`src/pulse_next_pkg.sv`:
```
// constants, register indices and carrier types for the pulse next-value block
// assumes a 32-bit apb bus with word-aligned registers
package pulse_next_pkg;

  localparam int          ADDR_W        = 22;
  localparam int          DATA_W        = 32;
  localparam int          NUM_GROUPS    = 4;
  localparam int          NUM_CHANNELS  = 3;

  // register indices; byte address is four times the index
  localparam logic [19:0] IDX_NEXT_HIGH = 20'hFFFA4;
  localparam logic [19:0] IDX_NEXT_LOW  = 20'hFFFA5;
  localparam logic [19:0] IDX_GRP2_ALT  = 20'hFFFA6;
  localparam logic [19:0] IDX_GRP0_ALT  = 20'hFFFA7;
  localparam logic [19:0] IDX_ENA_LOW   = 20'hFFFB0;
  localparam logic [19:0] IDX_ENA_HIGH  = 20'hFFFB1;
  localparam logic [19:0] IDX_TRIG_SEL  = 20'hFFFB2;
  localparam logic [19:0] IDX_PORT_A    = 20'hFFFB3;
  localparam logic [19:0] IDX_PORT_B    = 20'hFFFB4;
  localparam logic [19:0] IDX_CONTROL   = 20'hFFFB5;

  // reset values
  localparam logic [7:0]  RST_NEXT      = 8'h00;
  localparam logic [7:0]  RST_ENABLE    = 8'h00;
  localparam logic [7:0]  RST_TRIG_SEL  = 8'hFF;
  localparam logic [7:0]  RST_PORT      = 8'h00;
  localparam logic        RST_ACTIVE    = 1'b0;

  // field positions
  localparam int          NIB_HI_MSB    = 7;
  localparam int          NIB_HI_LSB    = 4;
  localparam int          NIB_LO_MSB    = 3;
  localparam int          NIB_LO_LSB    = 0;
  localparam int          SEL_W         = 2;
  localparam int          CTRL_ACTIVE   = 0;

  localparam logic [3:0]  NIB_ONES      = 4'hF;
  localparam logic [7:0]  BYTE_ONES     = 8'hFF;

  // trigger channel codes
  localparam logic [1:0]  CHAN_0        = 2'h0;
  localparam logic [1:0]  CHAN_1        = 2'h1;
  localparam logic [1:0]  CHAN_2        = 2'h2;

  typedef struct packed {
    logic [ADDR_W-1:0] addr;
    logic              write;
    logic [DATA_W-1:0] wdata;
  } apb_req_t;

  typedef struct packed {
    logic [DATA_W-1:0] rdata;
    logic              err;
  } apb_rsp_t;

endpackage

```
`src/pulse_group_trigger.sv`:
```
// decodes one group's trigger-select field into a channel and a fire strobe
// assumes compare-match strobes are one-cycle pulses on the same clock
`timescale 1ns/100ps
module pulse_group_trigger (
  input  wire logic [1:0] sel,
  input  wire logic [2:0] cmp_match,
  input  wire logic       active,
  output logic      [1:0] chan,
  output logic            fire
);

  always_comb begin
    if (sel[1]) begin
      chan = pulse_next_pkg::CHAN_2;
    end else if (sel[0]) begin
      chan = pulse_next_pkg::CHAN_1;
    end else begin
      chan = pulse_next_pkg::CHAN_0;
    end
    fire = active & cmp_match[chan];
  end

endmodule

```
`src/pulse_next_data.sv`:
```
// next-value holding registers and timed pulse port output transfer
// assumes an apb master on clk and compare-match pulses from on-chip timers
//
// How it works
// RL1: an 8-bit read/write register holds the next values for groups 1 and 0.
// RL2: while active, a selected compare match copies low-pair bits to port A.
// RL3: reset and hardware standby clear the low-pair register, else it holds.
// RL4: one trigger for groups 0 and 1 puts the whole byte at one index.
// RL5: with that shared trigger the companion index reads ones, no writes.
// RL6: separate triggers: group 1 at the first index, group 0 at the other.
// RL7: separate triggers: unused nibble at each index reads ones, locked.
// RL8: an 8-bit read/write register holds next values for groups 3 and 2.
// RL9: while active, selected compare match copies high-pair bits to port B.
// RL10: reset and hardware standby clear the high-pair register, else holds.
// RL11: one trigger for groups 2 and 3: byte at one index, other all ones.
// RL12: separate triggers split groups 3 and 2, unused nibbles read ones.
// RL13: a bit moves to the port only when its enable bit is set.
// RL14: sharing compares the decoded trigger channels each cycle.
//
// The APB slave port is this design's own decision.
`timescale 1ns/100ps
module pulse_next_data (
  input  wire logic                               clk,
  input  wire logic                               nrst,
  input  wire logic                               psel,
  input  wire logic                               penable,
  input  wire logic                               pwrite,
  input  wire logic [pulse_next_pkg::ADDR_W-1:0]  paddr,
  input  wire logic [pulse_next_pkg::DATA_W-1:0]  pwdata,
  output logic      [pulse_next_pkg::DATA_W-1:0]  prdata,
  output logic                                    pready,
  output logic                                    pslverr,
  input  wire logic [2:0]                         cmp_match,
  input  wire logic                               hw_standby,
  output logic      [7:0]                         port_a_output_data,
  output logic      [7:0]                         port_b_output_data
);

  ////////////////////////////////////////////////////////////////////////////
  // state
  pulse_next_pkg::apb_req_t req;
  pulse_next_pkg::apb_rsp_t rsp;
  logic [7:0] next_value_low_pair_q;
  logic [7:0] next_value_high_pair_q;
  logic [7:0] next_value_enable_low_q;
  logic [7:0] next_value_enable_high_q;
  logic [7:0] pulse_trigger_select_q;
  logic [7:0] port_a_q;
  logic [7:0] port_b_q;
  logic       active_q;
  logic       standby_meta_q;
  logic       standby_q;
  logic       pready_q;
  logic [pulse_next_pkg::DATA_W-1:0] prdata_q;
  logic       pslverr_q;
  logic [1:0] chan [pulse_next_pkg::NUM_GROUPS];
  logic [pulse_next_pkg::NUM_GROUPS-1:0] fire;
  logic [7:0] fire_a;
  logic [7:0] fire_b;
  logic       shared_low;
  logic       shared_high;
  logic       acc_start;
  logic       wr_en;

  assign req.addr  = paddr;
  assign req.write = pwrite;
  assign req.wdata = pwdata;

  function automatic logic hit(input logic [pulse_next_pkg::ADDR_W-1:0] a,
                               input logic [19:0] idx);
    hit = (a == {idx, 2'b00});
  endfunction

  ////////////////////////////////////////////////////////////////////////////
  // hardware standby synchroniser
  always_ff @(posedge clk or negedge nrst) begin
    if (!nrst) begin
      standby_meta_q <= 1'b0;
      standby_q      <= 1'b0;
    end else begin
      standby_meta_q <= hw_standby;
      standby_q      <= standby_meta_q;
    end
  end

  ////////////////////////////////////////////////////////////////////////////
  // trigger decode per group
  generate
    for (genvar g = 0; g < pulse_next_pkg::NUM_GROUPS; g++) begin : g_grp
      pulse_group_trigger u_trig (
        .sel       (pulse_trigger_select_q[2*g+1:2*g]),
        .cmp_match (cmp_match),
        .active    (active_q),
        .chan      (chan[g]),
        .fire      (fire[g])
      );
    end
  endgenerate

  assign shared_low  = (chan[0] == chan[1]); // RL14
  assign shared_high = (chan[2] == chan[3]); // RL14
  assign fire_a = {{4{fire[1]}}, {4{fire[0]}}};
  assign fire_b = {{4{fire[3]}}, {4{fire[2]}}};

  ////////////////////////////////////////////////////////////////////////////
  // apb handshake: one wait state, write lands on the pready edge
  assign acc_start = psel & penable & ~pready_q;
  assign wr_en     = psel & penable & pready_q & req.write;

  always_comb begin
    rsp.rdata = '0;
    rsp.err   = 1'b0;
    if (hit(req.addr, pulse_next_pkg::IDX_NEXT_LOW)) begin
      if (shared_low) begin
        rsp.rdata[7:0] = next_value_low_pair_q; // RL4
      end else begin
        rsp.rdata[7:0] = {next_value_low_pair_q[7:4],
                          pulse_next_pkg::NIB_ONES}; // RL7
      end
    end else if (hit(req.addr, pulse_next_pkg::IDX_GRP0_ALT)) begin
      if (shared_low) begin
        rsp.rdata[7:0] = pulse_next_pkg::BYTE_ONES; // RL5
      end else begin
        rsp.rdata[7:0] = {pulse_next_pkg::NIB_ONES,
                          next_value_low_pair_q[3:0]}; // RL6
      end
    end else if (hit(req.addr, pulse_next_pkg::IDX_NEXT_HIGH)) begin
      if (shared_high) begin
        rsp.rdata[7:0] = next_value_high_pair_q; // RL11
      end else begin
        rsp.rdata[7:0] = {next_value_high_pair_q[7:4],
                          pulse_next_pkg::NIB_ONES}; // RL12
      end
    end else if (hit(req.addr, pulse_next_pkg::IDX_GRP2_ALT)) begin
      if (shared_high) begin
        rsp.rdata[7:0] = pulse_next_pkg::BYTE_ONES; // RL11
      end else begin
        rsp.rdata[7:0] = {pulse_next_pkg::NIB_ONES,
                          next_value_high_pair_q[3:0]}; // RL12
      end
    end else if (hit(req.addr, pulse_next_pkg::IDX_ENA_LOW)) begin
      rsp.rdata[7:0] = next_value_enable_low_q;
    end else if (hit(req.addr, pulse_next_pkg::IDX_ENA_HIGH)) begin
      rsp.rdata[7:0] = next_value_enable_high_q;
    end else if (hit(req.addr, pulse_next_pkg::IDX_TRIG_SEL)) begin
      rsp.rdata[7:0] = pulse_trigger_select_q;
    end else if (hit(req.addr, pulse_next_pkg::IDX_PORT_A)) begin
      rsp.rdata[7:0] = port_a_q;
    end else if (hit(req.addr, pulse_next_pkg::IDX_PORT_B)) begin
      rsp.rdata[7:0] = port_b_q;
    end else if (hit(req.addr, pulse_next_pkg::IDX_CONTROL)) begin
      rsp.rdata[pulse_next_pkg::CTRL_ACTIVE] = active_q;
    end else begin
      rsp.err = 1'b1;
    end
  end

  always_ff @(posedge clk or negedge nrst) begin
    if (!nrst) begin
      pready_q  <= 1'b0;
      prdata_q  <= '0;
      pslverr_q <= 1'b0;
    end else begin
      pready_q <= acc_start;
      if (acc_start) begin
        prdata_q  <= req.write ? '0 : rsp.rdata;
        pslverr_q <= rsp.err;
      end else begin
        pslverr_q <= 1'b0;
      end
    end
  end

  ////////////////////////////////////////////////////////////////////////////
  // next-value registers
  always_ff @(posedge clk or negedge nrst) begin
    if (!nrst) begin
      next_value_low_pair_q <= pulse_next_pkg::RST_NEXT; // RL3
    end else if (standby_q) begin
      next_value_low_pair_q <= pulse_next_pkg::RST_NEXT; // RL3
    end else if (wr_en) begin
      if (hit(req.addr, pulse_next_pkg::IDX_NEXT_LOW)) begin
        if (shared_low) begin
          next_value_low_pair_q <= req.wdata[7:0]; // RL1
        end else begin
          next_value_low_pair_q[7:4] <= req.wdata[7:4]; // RL6
        end
      end else if (hit(req.addr, pulse_next_pkg::IDX_GRP0_ALT) &&
                   !shared_low) begin
        next_value_low_pair_q[3:0] <= req.wdata[3:0]; // RL6
      end
    end
  end

  always_ff @(posedge clk or negedge nrst) begin
    if (!nrst) begin
      next_value_high_pair_q <= pulse_next_pkg::RST_NEXT; // RL10
    end else if (standby_q) begin
      next_value_high_pair_q <= pulse_next_pkg::RST_NEXT; // RL10
    end else if (wr_en) begin
      if (hit(req.addr, pulse_next_pkg::IDX_NEXT_HIGH)) begin
        if (shared_high) begin
          next_value_high_pair_q <= req.wdata[7:0]; // RL8
        end else begin
          next_value_high_pair_q[7:4] <= req.wdata[7:4]; // RL12
        end
      end else if (hit(req.addr, pulse_next_pkg::IDX_GRP2_ALT) &&
                   !shared_high) begin
        next_value_high_pair_q[3:0] <= req.wdata[3:0]; // RL12
      end
    end
  end

  ////////////////////////////////////////////////////////////////////////////
  // enables, trigger select and control
  always_ff @(posedge clk or negedge nrst) begin
    if (!nrst) begin
      next_value_enable_low_q  <= pulse_next_pkg::RST_ENABLE;
      next_value_enable_high_q <= pulse_next_pkg::RST_ENABLE;
      pulse_trigger_select_q   <= pulse_next_pkg::RST_TRIG_SEL;
      active_q                 <= pulse_next_pkg::RST_ACTIVE;
    end else if (standby_q) begin
      next_value_enable_low_q  <= pulse_next_pkg::RST_ENABLE;
      next_value_enable_high_q <= pulse_next_pkg::RST_ENABLE;
      pulse_trigger_select_q   <= pulse_next_pkg::RST_TRIG_SEL;
      active_q                 <= pulse_next_pkg::RST_ACTIVE;
    end else if (wr_en) begin
      if (hit(req.addr, pulse_next_pkg::IDX_ENA_LOW)) begin
        next_value_enable_low_q <= req.wdata[7:0];
      end else if (hit(req.addr, pulse_next_pkg::IDX_ENA_HIGH)) begin
        next_value_enable_high_q <= req.wdata[7:0];
      end else if (hit(req.addr, pulse_next_pkg::IDX_TRIG_SEL)) begin
        pulse_trigger_select_q <= req.wdata[7:0];
      end else if (hit(req.addr, pulse_next_pkg::IDX_CONTROL)) begin
        active_q <= req.wdata[pulse_next_pkg::CTRL_ACTIVE];
      end
    end
  end

  ////////////////////////////////////////////////////////////////////////////
  // port output data: enabled bits follow transfers and are write-locked
  always_ff @(posedge clk or negedge nrst) begin
    if (!nrst) begin
      port_a_q <= pulse_next_pkg::RST_PORT;
    end else if (standby_q) begin
      port_a_q <= pulse_next_pkg::RST_PORT;
    end else begin
      for (int b = 0; b < 8; b++) begin
        if (next_value_enable_low_q[b]) begin
          if (fire_a[b]) begin
            port_a_q[b] <= next_value_low_pair_q[b]; // RL2
          end
        end else if (wr_en && hit(req.addr, pulse_next_pkg::IDX_PORT_A)) begin
          port_a_q[b] <= req.wdata[b]; // RL13
        end
      end
    end
  end

  always_ff @(posedge clk or negedge nrst) begin
    if (!nrst) begin
      port_b_q <= pulse_next_pkg::RST_PORT;
    end else if (standby_q) begin
      port_b_q <= pulse_next_pkg::RST_PORT;
    end else begin
      for (int b = 0; b < 8; b++) begin
        if (next_value_enable_high_q[b]) begin
          if (fire_b[b]) begin
            port_b_q[b] <= next_value_high_pair_q[b]; // RL9
          end
        end else if (wr_en && hit(req.addr, pulse_next_pkg::IDX_PORT_B)) begin
          port_b_q[b] <= req.wdata[b]; // RL13
        end
      end
    end
  end

  assign prdata             = prdata_q;
  assign pready             = pready_q;
  assign pslverr            = pslverr_q;
  assign port_a_output_data = port_a_q;
  assign port_b_output_data = port_b_q;

  ////////////////////////////////////////////////////////////////////////////
  // assertions
  property p_standby_clear;
    @(posedge clk) disable iff (!nrst)
    standby_q |=> (next_value_low_pair_q == 8'h00) &&
                  (next_value_high_pair_q == 8'h00);
  endproperty
  a_standby_clear: assert property (p_standby_clear) // RL3
    else $error("next-value registers not cleared in standby");
  property p_transfer_a;
    @(posedge clk) disable iff (!nrst)
    (fire[0] && next_value_enable_low_q[0] && !standby_q)
      |=> port_a_q[0] == $past(next_value_low_pair_q[0]);
  endproperty
  a_transfer_a: assert property (p_transfer_a) // RL2
    else $error("port a bit not loaded on compare match");
  property p_transfer_b;
    @(posedge clk) disable iff (!nrst)
    (fire[3] && next_value_enable_high_q[7] && !standby_q)
      |=> port_b_q[7] == $past(next_value_high_pair_q[7]);
  endproperty
  a_transfer_b: assert property (p_transfer_b) // RL9
    else $error("port b bit not loaded on compare match");
  property p_disabled_hold;
    @(posedge clk) disable iff (!nrst)
    (!next_value_enable_low_q[7] && !wr_en && !standby_q)
      |=> $stable(port_a_q[7]);
  endproperty
  a_disabled_hold: assert property (p_disabled_hold) // RL13
    else $error("disabled port bit changed");
  property p_alias_ones;
    @(posedge clk) disable iff (!nrst)
    (acc_start && !req.write && shared_low &&
     hit(req.addr, pulse_next_pkg::IDX_GRP0_ALT))
      |=> pready_q && prdata_q == 32'h0000_00FF;
  endproperty
  a_alias_ones: assert property (p_alias_ones) // RL5
    else $error("shared companion index not all ones");
  property p_split_read;
    @(posedge clk) disable iff (!nrst)
    (acc_start && !req.write && !shared_low &&
     hit(req.addr, pulse_next_pkg::IDX_NEXT_LOW))
      |=> prdata_q[3:0] == 4'hF &&
          prdata_q[7:4] == $past(next_value_low_pair_q[7:4]);
  endproperty
  a_split_read: assert property (p_split_read) // RL7
    else $error("separate-trigger first index read wrong");
  property p_shared_write;
    @(posedge clk) disable iff (!nrst)
    (wr_en && shared_low && !standby_q &&
     hit(req.addr, pulse_next_pkg::IDX_NEXT_LOW))
      |=> next_value_low_pair_q == $past(req.wdata[7:0]);
  endproperty
  a_shared_write: assert property (p_shared_write) // RL4
    else $error("shared write did not land whole byte");
  property p_alias_locked;
    @(posedge clk) disable iff (!nrst)
    (wr_en && shared_high && !standby_q &&
     hit(req.addr, pulse_next_pkg::IDX_GRP2_ALT))
      |=> $stable(next_value_high_pair_q);
  endproperty
  a_alias_locked: assert property (p_alias_locked) // RL11
    else $error("write to shared companion changed register");
  property p_split_write;
    @(posedge clk) disable iff (!nrst)
    (wr_en && !shared_high && !standby_q &&
     hit(req.addr, pulse_next_pkg::IDX_NEXT_HIGH))
      |=> next_value_high_pair_q[3:0] == $past(next_value_high_pair_q[3:0]);
  endproperty
  a_split_write: assert property (p_split_write) // RL12
    else $error("locked nibble written");
  property p_share_decode;
    @(posedge clk) disable iff (!nrst)
    (pulse_trigger_select_q[1:0] == 2'h3 &&
     pulse_trigger_select_q[3:2] == 2'h2) |-> shared_low;
  endproperty
  a_share_decode: assert property (p_share_decode) // RL14
    else $error("equal channels not seen as shared");
  c_transfer: cover property (@(posedge clk) disable iff (!nrst)
    fire[0] && next_value_enable_low_q[0]);
  c_split_write: cover property (@(posedge clk) disable iff (!nrst)
    wr_en && !shared_low && hit(req.addr, pulse_next_pkg::IDX_GRP0_ALT));
  c_unmapped: cover property (@(posedge clk) disable iff (!nrst)
    pready_q && pslverr_q);

endmodule

```
`config.mk`:
```
export PLATFORM = sky130hd
export DESIGN_NAME = pulse_next_data
export DESIGN_NICKNAME = d
export VERILOG_FILES = /design/src/pulse_next_pkg.sv /design/src/pulse_group_trigger.sv /design/src/pulse_next_data.sv
export SDC_FILE = /design/constraint.sdc
export NUM_CORES = 1
export LEC_CHECK = 0
export BUFFER_PORTS_ARGS = -buffer_cell sky130_fd_sc_hd__buf_4
export CAP_MARGIN = 20
export CORE_UTILIZATION = 40
export CTS_CLUSTER_DIAMETER = 40
export CTS_CLUSTER_SIZE = 16
export DETAILED_ROUTE_END_ITERATION = 12
export GPL_TIMING_DRIVEN = 0
export PLACE_DENSITY = 0.73
export SETUP_SLACK_MARGIN = 0.15
export SLEW_MARGIN = 20
export SYNTH_ARGS = -nofsm -noshare
export SYNTH_HDL_FRONTEND = slang
export SYNTH_SLANG_ARGS = --single-unit
```
`constraint.sdc`:
```
create_clock -name clk -period 6.01 [get_ports clk]
set_clock_uncertainty 0.15 [all_clocks]
set_input_delay 0.9015 -clock clk [delete_from_list [all_inputs] [get_ports clk]]
set_output_delay 0.9015 -clock clk [all_outputs]
set_load 0.005 [all_outputs]
```
==> impl_metrics.prom <==
# TYPE chip_impl_metric gauge
chip_impl_metric{name="holdBufCountCts",unit=""} 0
chip_impl_metric{name="synth_async_sr_flop_share",unit="%"} 100
chip_impl_metric{name="cp_max_fo",unit=""} 6
chip_impl_metric{name="drc_errors",unit=""} 0
chip_impl_metric{name="ys_seq_area_share",unit="%"} 40.2
chip_impl_metric{name="netlist_area",unit="mm^2"} 0.00432
chip_impl_metric{name="power_density",unit="mW/mm^2"} 190
chip_impl_info{name="critPathCapture",value="prdata[7]$_DFFE_PN0P_"} 1
chip_impl_metric{name="reg2reg_depth",unit=""} 7
chip_impl_metric{name="area_taken_by_multi_input_logic_gates",unit="mm^2"} 0.00234
chip_impl_metric{name="die_area",unit="mm^2"} 0.0112
chip_impl_metric{name="cts_inserted_buffers",unit=""} 9
chip_impl_info{name="root_buffer_master",value="sky130_fd_sc_hd__clkbuf_8"} 1
chip_impl_info{name="worstHoldPathType",value="reg2reg"} 1
chip_impl_metric{name="clock_sink_count",unit=""} 69
chip_impl_metric{name="post_cts.resized_instances",unit=""} 0
chip_impl_metric{name="sequential_share_of_power",unit="%"} 47.3
chip_impl_info{name="setup.worst_path.start_class",value="input port"} 1
chip_impl_metric{name="report.final.hold_viol_count",unit=""} 0
chip_impl_metric{name="yosys.cell_types.count",unit=""} 60
chip_impl_metric{name="postCtsSetupRepairBufs",unit=""} 0
chip_impl_metric{name="postSynthRegisterBits",unit=""} 69
chip_impl_metric{name="dieHeight",unit="um"} 106
chip_impl_metric{name="grt_first_pass_wirelength",unit="um"} 22200
chip_impl_metric{name="drtAntennaViolNets",unit=""} 0
chip_impl_metric{name="layout-drive-gt1-share",unit="%"} 22.6
chip_impl_metric{name="finalMaxSlewViolations",unit=""} 0
chip_impl_metric{name="placement_row_count",unit=""} 37
chip_impl_metric{name="initial_utilization",unit="%"} 41.5
chip_impl_metric{name="synth_top_area_share",unit="%"} 35.3
chip_impl_metric{name="timing.max_cap.violations",unit=""} 0
chip_impl_metric{name="clock.fmax",unit="MHz"} 337
chip_impl_metric{name="register_area",unit="mm^2"} 0.00174
chip_impl_metric{name="switching_share",unit="%"} 25.7
chip_impl_metric{name="yosysWarnings",unit=""} 0
chip_impl_metric{name="worstSkewPairLatency",unit="ps"} 370
chip_impl_metric{name="clk_path_buf_depth",unit=""} 2
chip_impl_metric{name="finalCriticalPeriod",unit="ps"} 2960
chip_impl_info{name="status",value="complete, no violations"} 1
chip_impl_metric{name="cts-htree-levels",unit=""} 3
chip_impl_metric{name="grt_max_degree",unit=""} 70
chip_impl_metric{name="dp.cells",unit=""} 700
chip_impl_metric{name="clk_pin_slew",unit="ps"} 80
chip_impl_metric{name="layout-area-overhead-vs-synth",unit="%"} 21.4
chip_impl_metric{name="p_clk_share",unit="%"} 42.2
chip_impl_metric{name="avgSynthCellArea",unit="um^2"} 9.01
chip_impl_metric{name="final_report_setup_violation_count",unit=""} 0
chip_impl_metric{name="detailroute.via_count",unit=""} 4285
chip_impl_metric{name="vias_in_the_first_global_route",unit=""} 4236
chip_impl_metric{name="num-fill-cells",unit=""} 975
chip_impl_metric{name="port-buffer-count",unit=""} 61
chip_impl_metric{name="globalRoute.totalOverflow",unit=""} 0
chip_impl_info{name="tritoncts",value="yes"} 1
chip_impl_info{name="grt_setup_unrepaired",value="no"} 1
chip_impl_metric{name="switchingPower",unit="mW"} 0.256
chip_impl_metric{name="worst_slew_pin_slew",unit="ps"} 973
chip_impl_metric{name="number_of_inserted_diodes",unit=""} 0
chip_impl_metric{name="final_net_count",unit=""} 638
chip_impl_info{name="startpoint",value="paddr[5]"} 1
chip_impl_metric{name="vdd_ir_drop_max",unit="mV"} 0.128
chip_impl_metric{name="postSynthCellCount",unit=""} 480
chip_impl_metric{name="core-area",unit="mm^2"} 0.0104
chip_impl_metric{name="place_hpwl",unit="um"} 10500
chip_impl_metric{name="initialDrtViolationCount",unit=""} 349
chip_impl_metric{name="combinationalPowerShare",unit="%"} 10.5
chip_impl_metric{name="dr.pass1.iters",unit=""} 5
chip_impl_metric{name="wire_per_inst",unit="um"} 19.9
chip_impl_info{name="critical_path.reg2reg.endpoint",value="next_value_low_pair_q[3]$_DFFE_PN0P_"} 1
chip_impl_info{name="crit_path_end_kind",value="flip-flop"} 1
chip_impl_info{name="synthFlopType",value="sky130_fd_sc_hd__dfrtp_1"} 1
chip_impl_metric{name="number_of_antenna_violations_at_the_first_check_in_global_routing",unit=""} 0
chip_impl_metric{name="synth_edf_count",unit=""} 0
chip_impl_info{name="synth_largest_area_cell",value="sky130_fd_sc_hd__dfrtp_1"} 1
chip_impl_info{name="regToRegStartpoint",value="pulse_trigger_select_q[1]$_DFFE_PN1P_"} 1
chip_impl_metric{name="worstHoldPathCells",unit=""} 0
chip_impl_metric{name="final-instance-count-excl-fill",unit=""} 715
chip_impl_metric{name="part_of_the_cycle_the_worst_path_needs",unit="%"} 49.3
chip_impl_metric{name="total_leakage_power",unit="nW"} 2.34
chip_impl_metric{name="r2r_slack",unit="ps"} 3370
chip_impl_metric{name="cp.required",unit="ps"} 6150
chip_impl_metric{name="intPower",unit="mW"} 0.742
chip_impl_metric{name="global_route.usage.total",unit="%"} 26.0
chip_impl_metric{name="ioPinCount",unit=""} 113
chip_impl_info{name="synth_area_leaders",value="sky130_fd_sc_hd__dfrtp_1 (35%), sky130_fd_sc_hd__mux2i_1 (6.5%), sky130_fd_sc_hd__dfstp_2 (4.9%)"} 1
chip_impl_metric{name="post_drt_via_cell_ratio",unit=""} 5.99
chip_impl_metric{name="worst-endpoint-arrival",unit="ps"} 3100
chip_impl_metric{name="die_x",unit="um"} 106
chip_impl_metric{name="drt_wl_total",unit="um"} 14200
chip_impl_info{name="path_class",value="in2reg"} 1
chip_impl_metric{name="finalSetupTns",unit="ps"} 0
chip_impl_metric{name="globalplace.congestion",unit=""} 0.965
chip_impl_metric{name="slew-limit-headroom",unit="%"} 34.2
## sequential cells by signal, indices dropped and copies added (netlist names)
signal / flops
standby_q: 1
pulse_trigger_select_q: 8
next_value_enable_low_q: 8
pslverr: 1
port_a_output_data: 8
standby_meta_q: 1
next_value_low_pair_q: 8
next_value_high_pair_q: 8
prdata: 8
port_b_output_data: 8
pready: 1
active_q: 1
next_value_enable_high_q: 8
## cells in the final DEF, fill, tap and decap left out, types with 4 or more instances in the layout
master / count
sky130_fd_sc_hd__and3_1: 8
sky130_fd_sc_hd__clkbuf_1: 21
sky130_fd_sc_hd__nor2b_1: 11
sky130_fd_sc_hd__nand2_1: 54
sky130_fd_sc_hd__conb_1: 24
sky130_fd_sc_hd__nand4_1: 6
sky130_fd_sc_hd__a22oi_1: 7
sky130_fd_sc_hd__nor3_1: 14
sky130_fd_sc_hd__o31ai_1: 6
sky130_fd_sc_hd__dfrtp_1: 61
sky130_fd_sc_hd__a211oi_1: 25
sky130_fd_sc_hd__o21ai_0: 14
sky130_fd_sc_hd__nor4_1: 4
sky130_fd_sc_hd__a221oi_1: 5
sky130_fd_sc_hd__nand3_1: 18
sky130_fd_sc_hd__mux2i_1: 28
sky130_fd_sc_hd__nor2_1: 39
sky130_fd_sc_hd__inv_1: 8
sky130_fd_sc_hd__a21oi_1: 26
sky130_fd_sc_hd__nand2b_1: 5
sky130_fd_sc_hd__clkbuf_8: 9
sky130_fd_sc_hd__dfstp_2: 8
sky130_fd_sc_hd__a32oi_1: 4
sky130_fd_sc_hd__buf_2: 6
sky130_fd_sc_hd__buf_4: 85
sky130_fd_sc_hd__a211o_1: 11
sky130_fd_sc_hd__a31oi_1: 7
## per-stage QoR
step	util, %	power [mW]	setup slack, ps	hold WS [ps]	instance area [um^2]
4_1_cts	50.4	0.998	3140	211	5250
3_5_place_dp	48.4	0.584	2770	188	5040
2_1_floorplan	-	0.530	3170	181	4410
6_report	50.4	0.998	3050	209	5250
3_3_place_gp	48.4	0.582	2750	189	5040
5_1_grt	50.4	1.03	2970	221	5250
## how the worst min path moves through the flow
stage / start / endpoint / slack (ps)
detailed placement: standby_meta_q$_DFF_PN0_ / standby_q$_DFF_PN0_ / 190
floorplan: standby_meta_q$_DFF_PN0_ / standby_q$_DFF_PN0_ / 180
global placement: standby_meta_q$_DFF_PN0_ / standby_q$_DFF_PN0_ / 190
CTS: standby_meta_q$_DFF_PN0_ / standby_q$_DFF_PN0_ / 210
finish: standby_meta_q$_DFF_PN0_ / standby_q$_DFF_PN0_ / 210
global route: standby_meta_q$_DFF_PN0_ / standby_q$_DFF_PN0_ / 220
## critical path, stage by stage
cell	delay (ps)
sky130_fd_sc_hd__buf_4	130
sky130_fd_sc_hd__nor4bb_1	830
sky130_fd_sc_hd__nand2_1	280
sky130_fd_sc_hd__nor2_1	320
sky130_fd_sc_hd__o21ai_0	260
sky130_fd_sc_hd__a21boi_0	190
sky130_fd_sc_hd__a32oi_1	190
## kinds of logic after synthesis
group	Yosys count	synth area share [%]
AO/OA/AOI/OAI	122	19.6
XOR/XNOR	4	0.811
buffers and inverters	60	7.64
flip-flops	69	40.2
multiplexers	30	7.00
other	1	0.0867
AND/OR/NAND/NOR	194	24.7
## final cells by class
class,instances,share of cell area [%]
clock inverter,6,1.69
sequential,69,33.1
multi-input combinational,374,44.6
inverter,8,0.572
tap,136,3.24
buffer,52,5.72
clock buffer,9,2.36
timing repair buffer,61,8.72
## power by group through the flow
stage	Combinational [mW]	Clock [mW]	Sequential (mW)
final	0.105	0.421	0.472
after CTS	0.104	0.423	0.472
after floorplan	0.0497	0	0.480
after detailed placement	0.103	0	0.481
after global placement	0.102	0	0.481
after global routing	0.114	0.446	0.472
## cell usage after synthesis (all sizes together) (2+ instances only)
library cell  number
dfrtp             61
nand2             54
nor2              39
buf               31
mux2i             28
a21oi             27
a211oi            25
clkbuf            21
nand3             18
nor3              18
o21ai             14
a211o             11
nor2b             11
and3               8
dfstp              8
inv                8
a22oi              7
a31oi              7
nand4              7
and2               6
nor4               6
o31ai              6
a221oi             5
nand2b             5
a32oi              4
nand4b             3
o41ai              3
or2                3
or4                3
a21boi             2
a21o               2
a222oi             2
a32o               2
and3b              2
mux2               2
nand3b             2
nor4b              2
nor4bb             2
o21a               2
or3                2
xnor2              2
xor2               2
## layer usage
layer  vias to the layer above  share of wire, %  GRT usage (%)
li1                       1913                 -              -
met1                      2079                40           34.5
met2                       253                47           41.3
met3                        40               9.7           5.09
met4                         0               3.1           11.0
met5                         -                 0              0
Power figures use the tool's default switching activity.
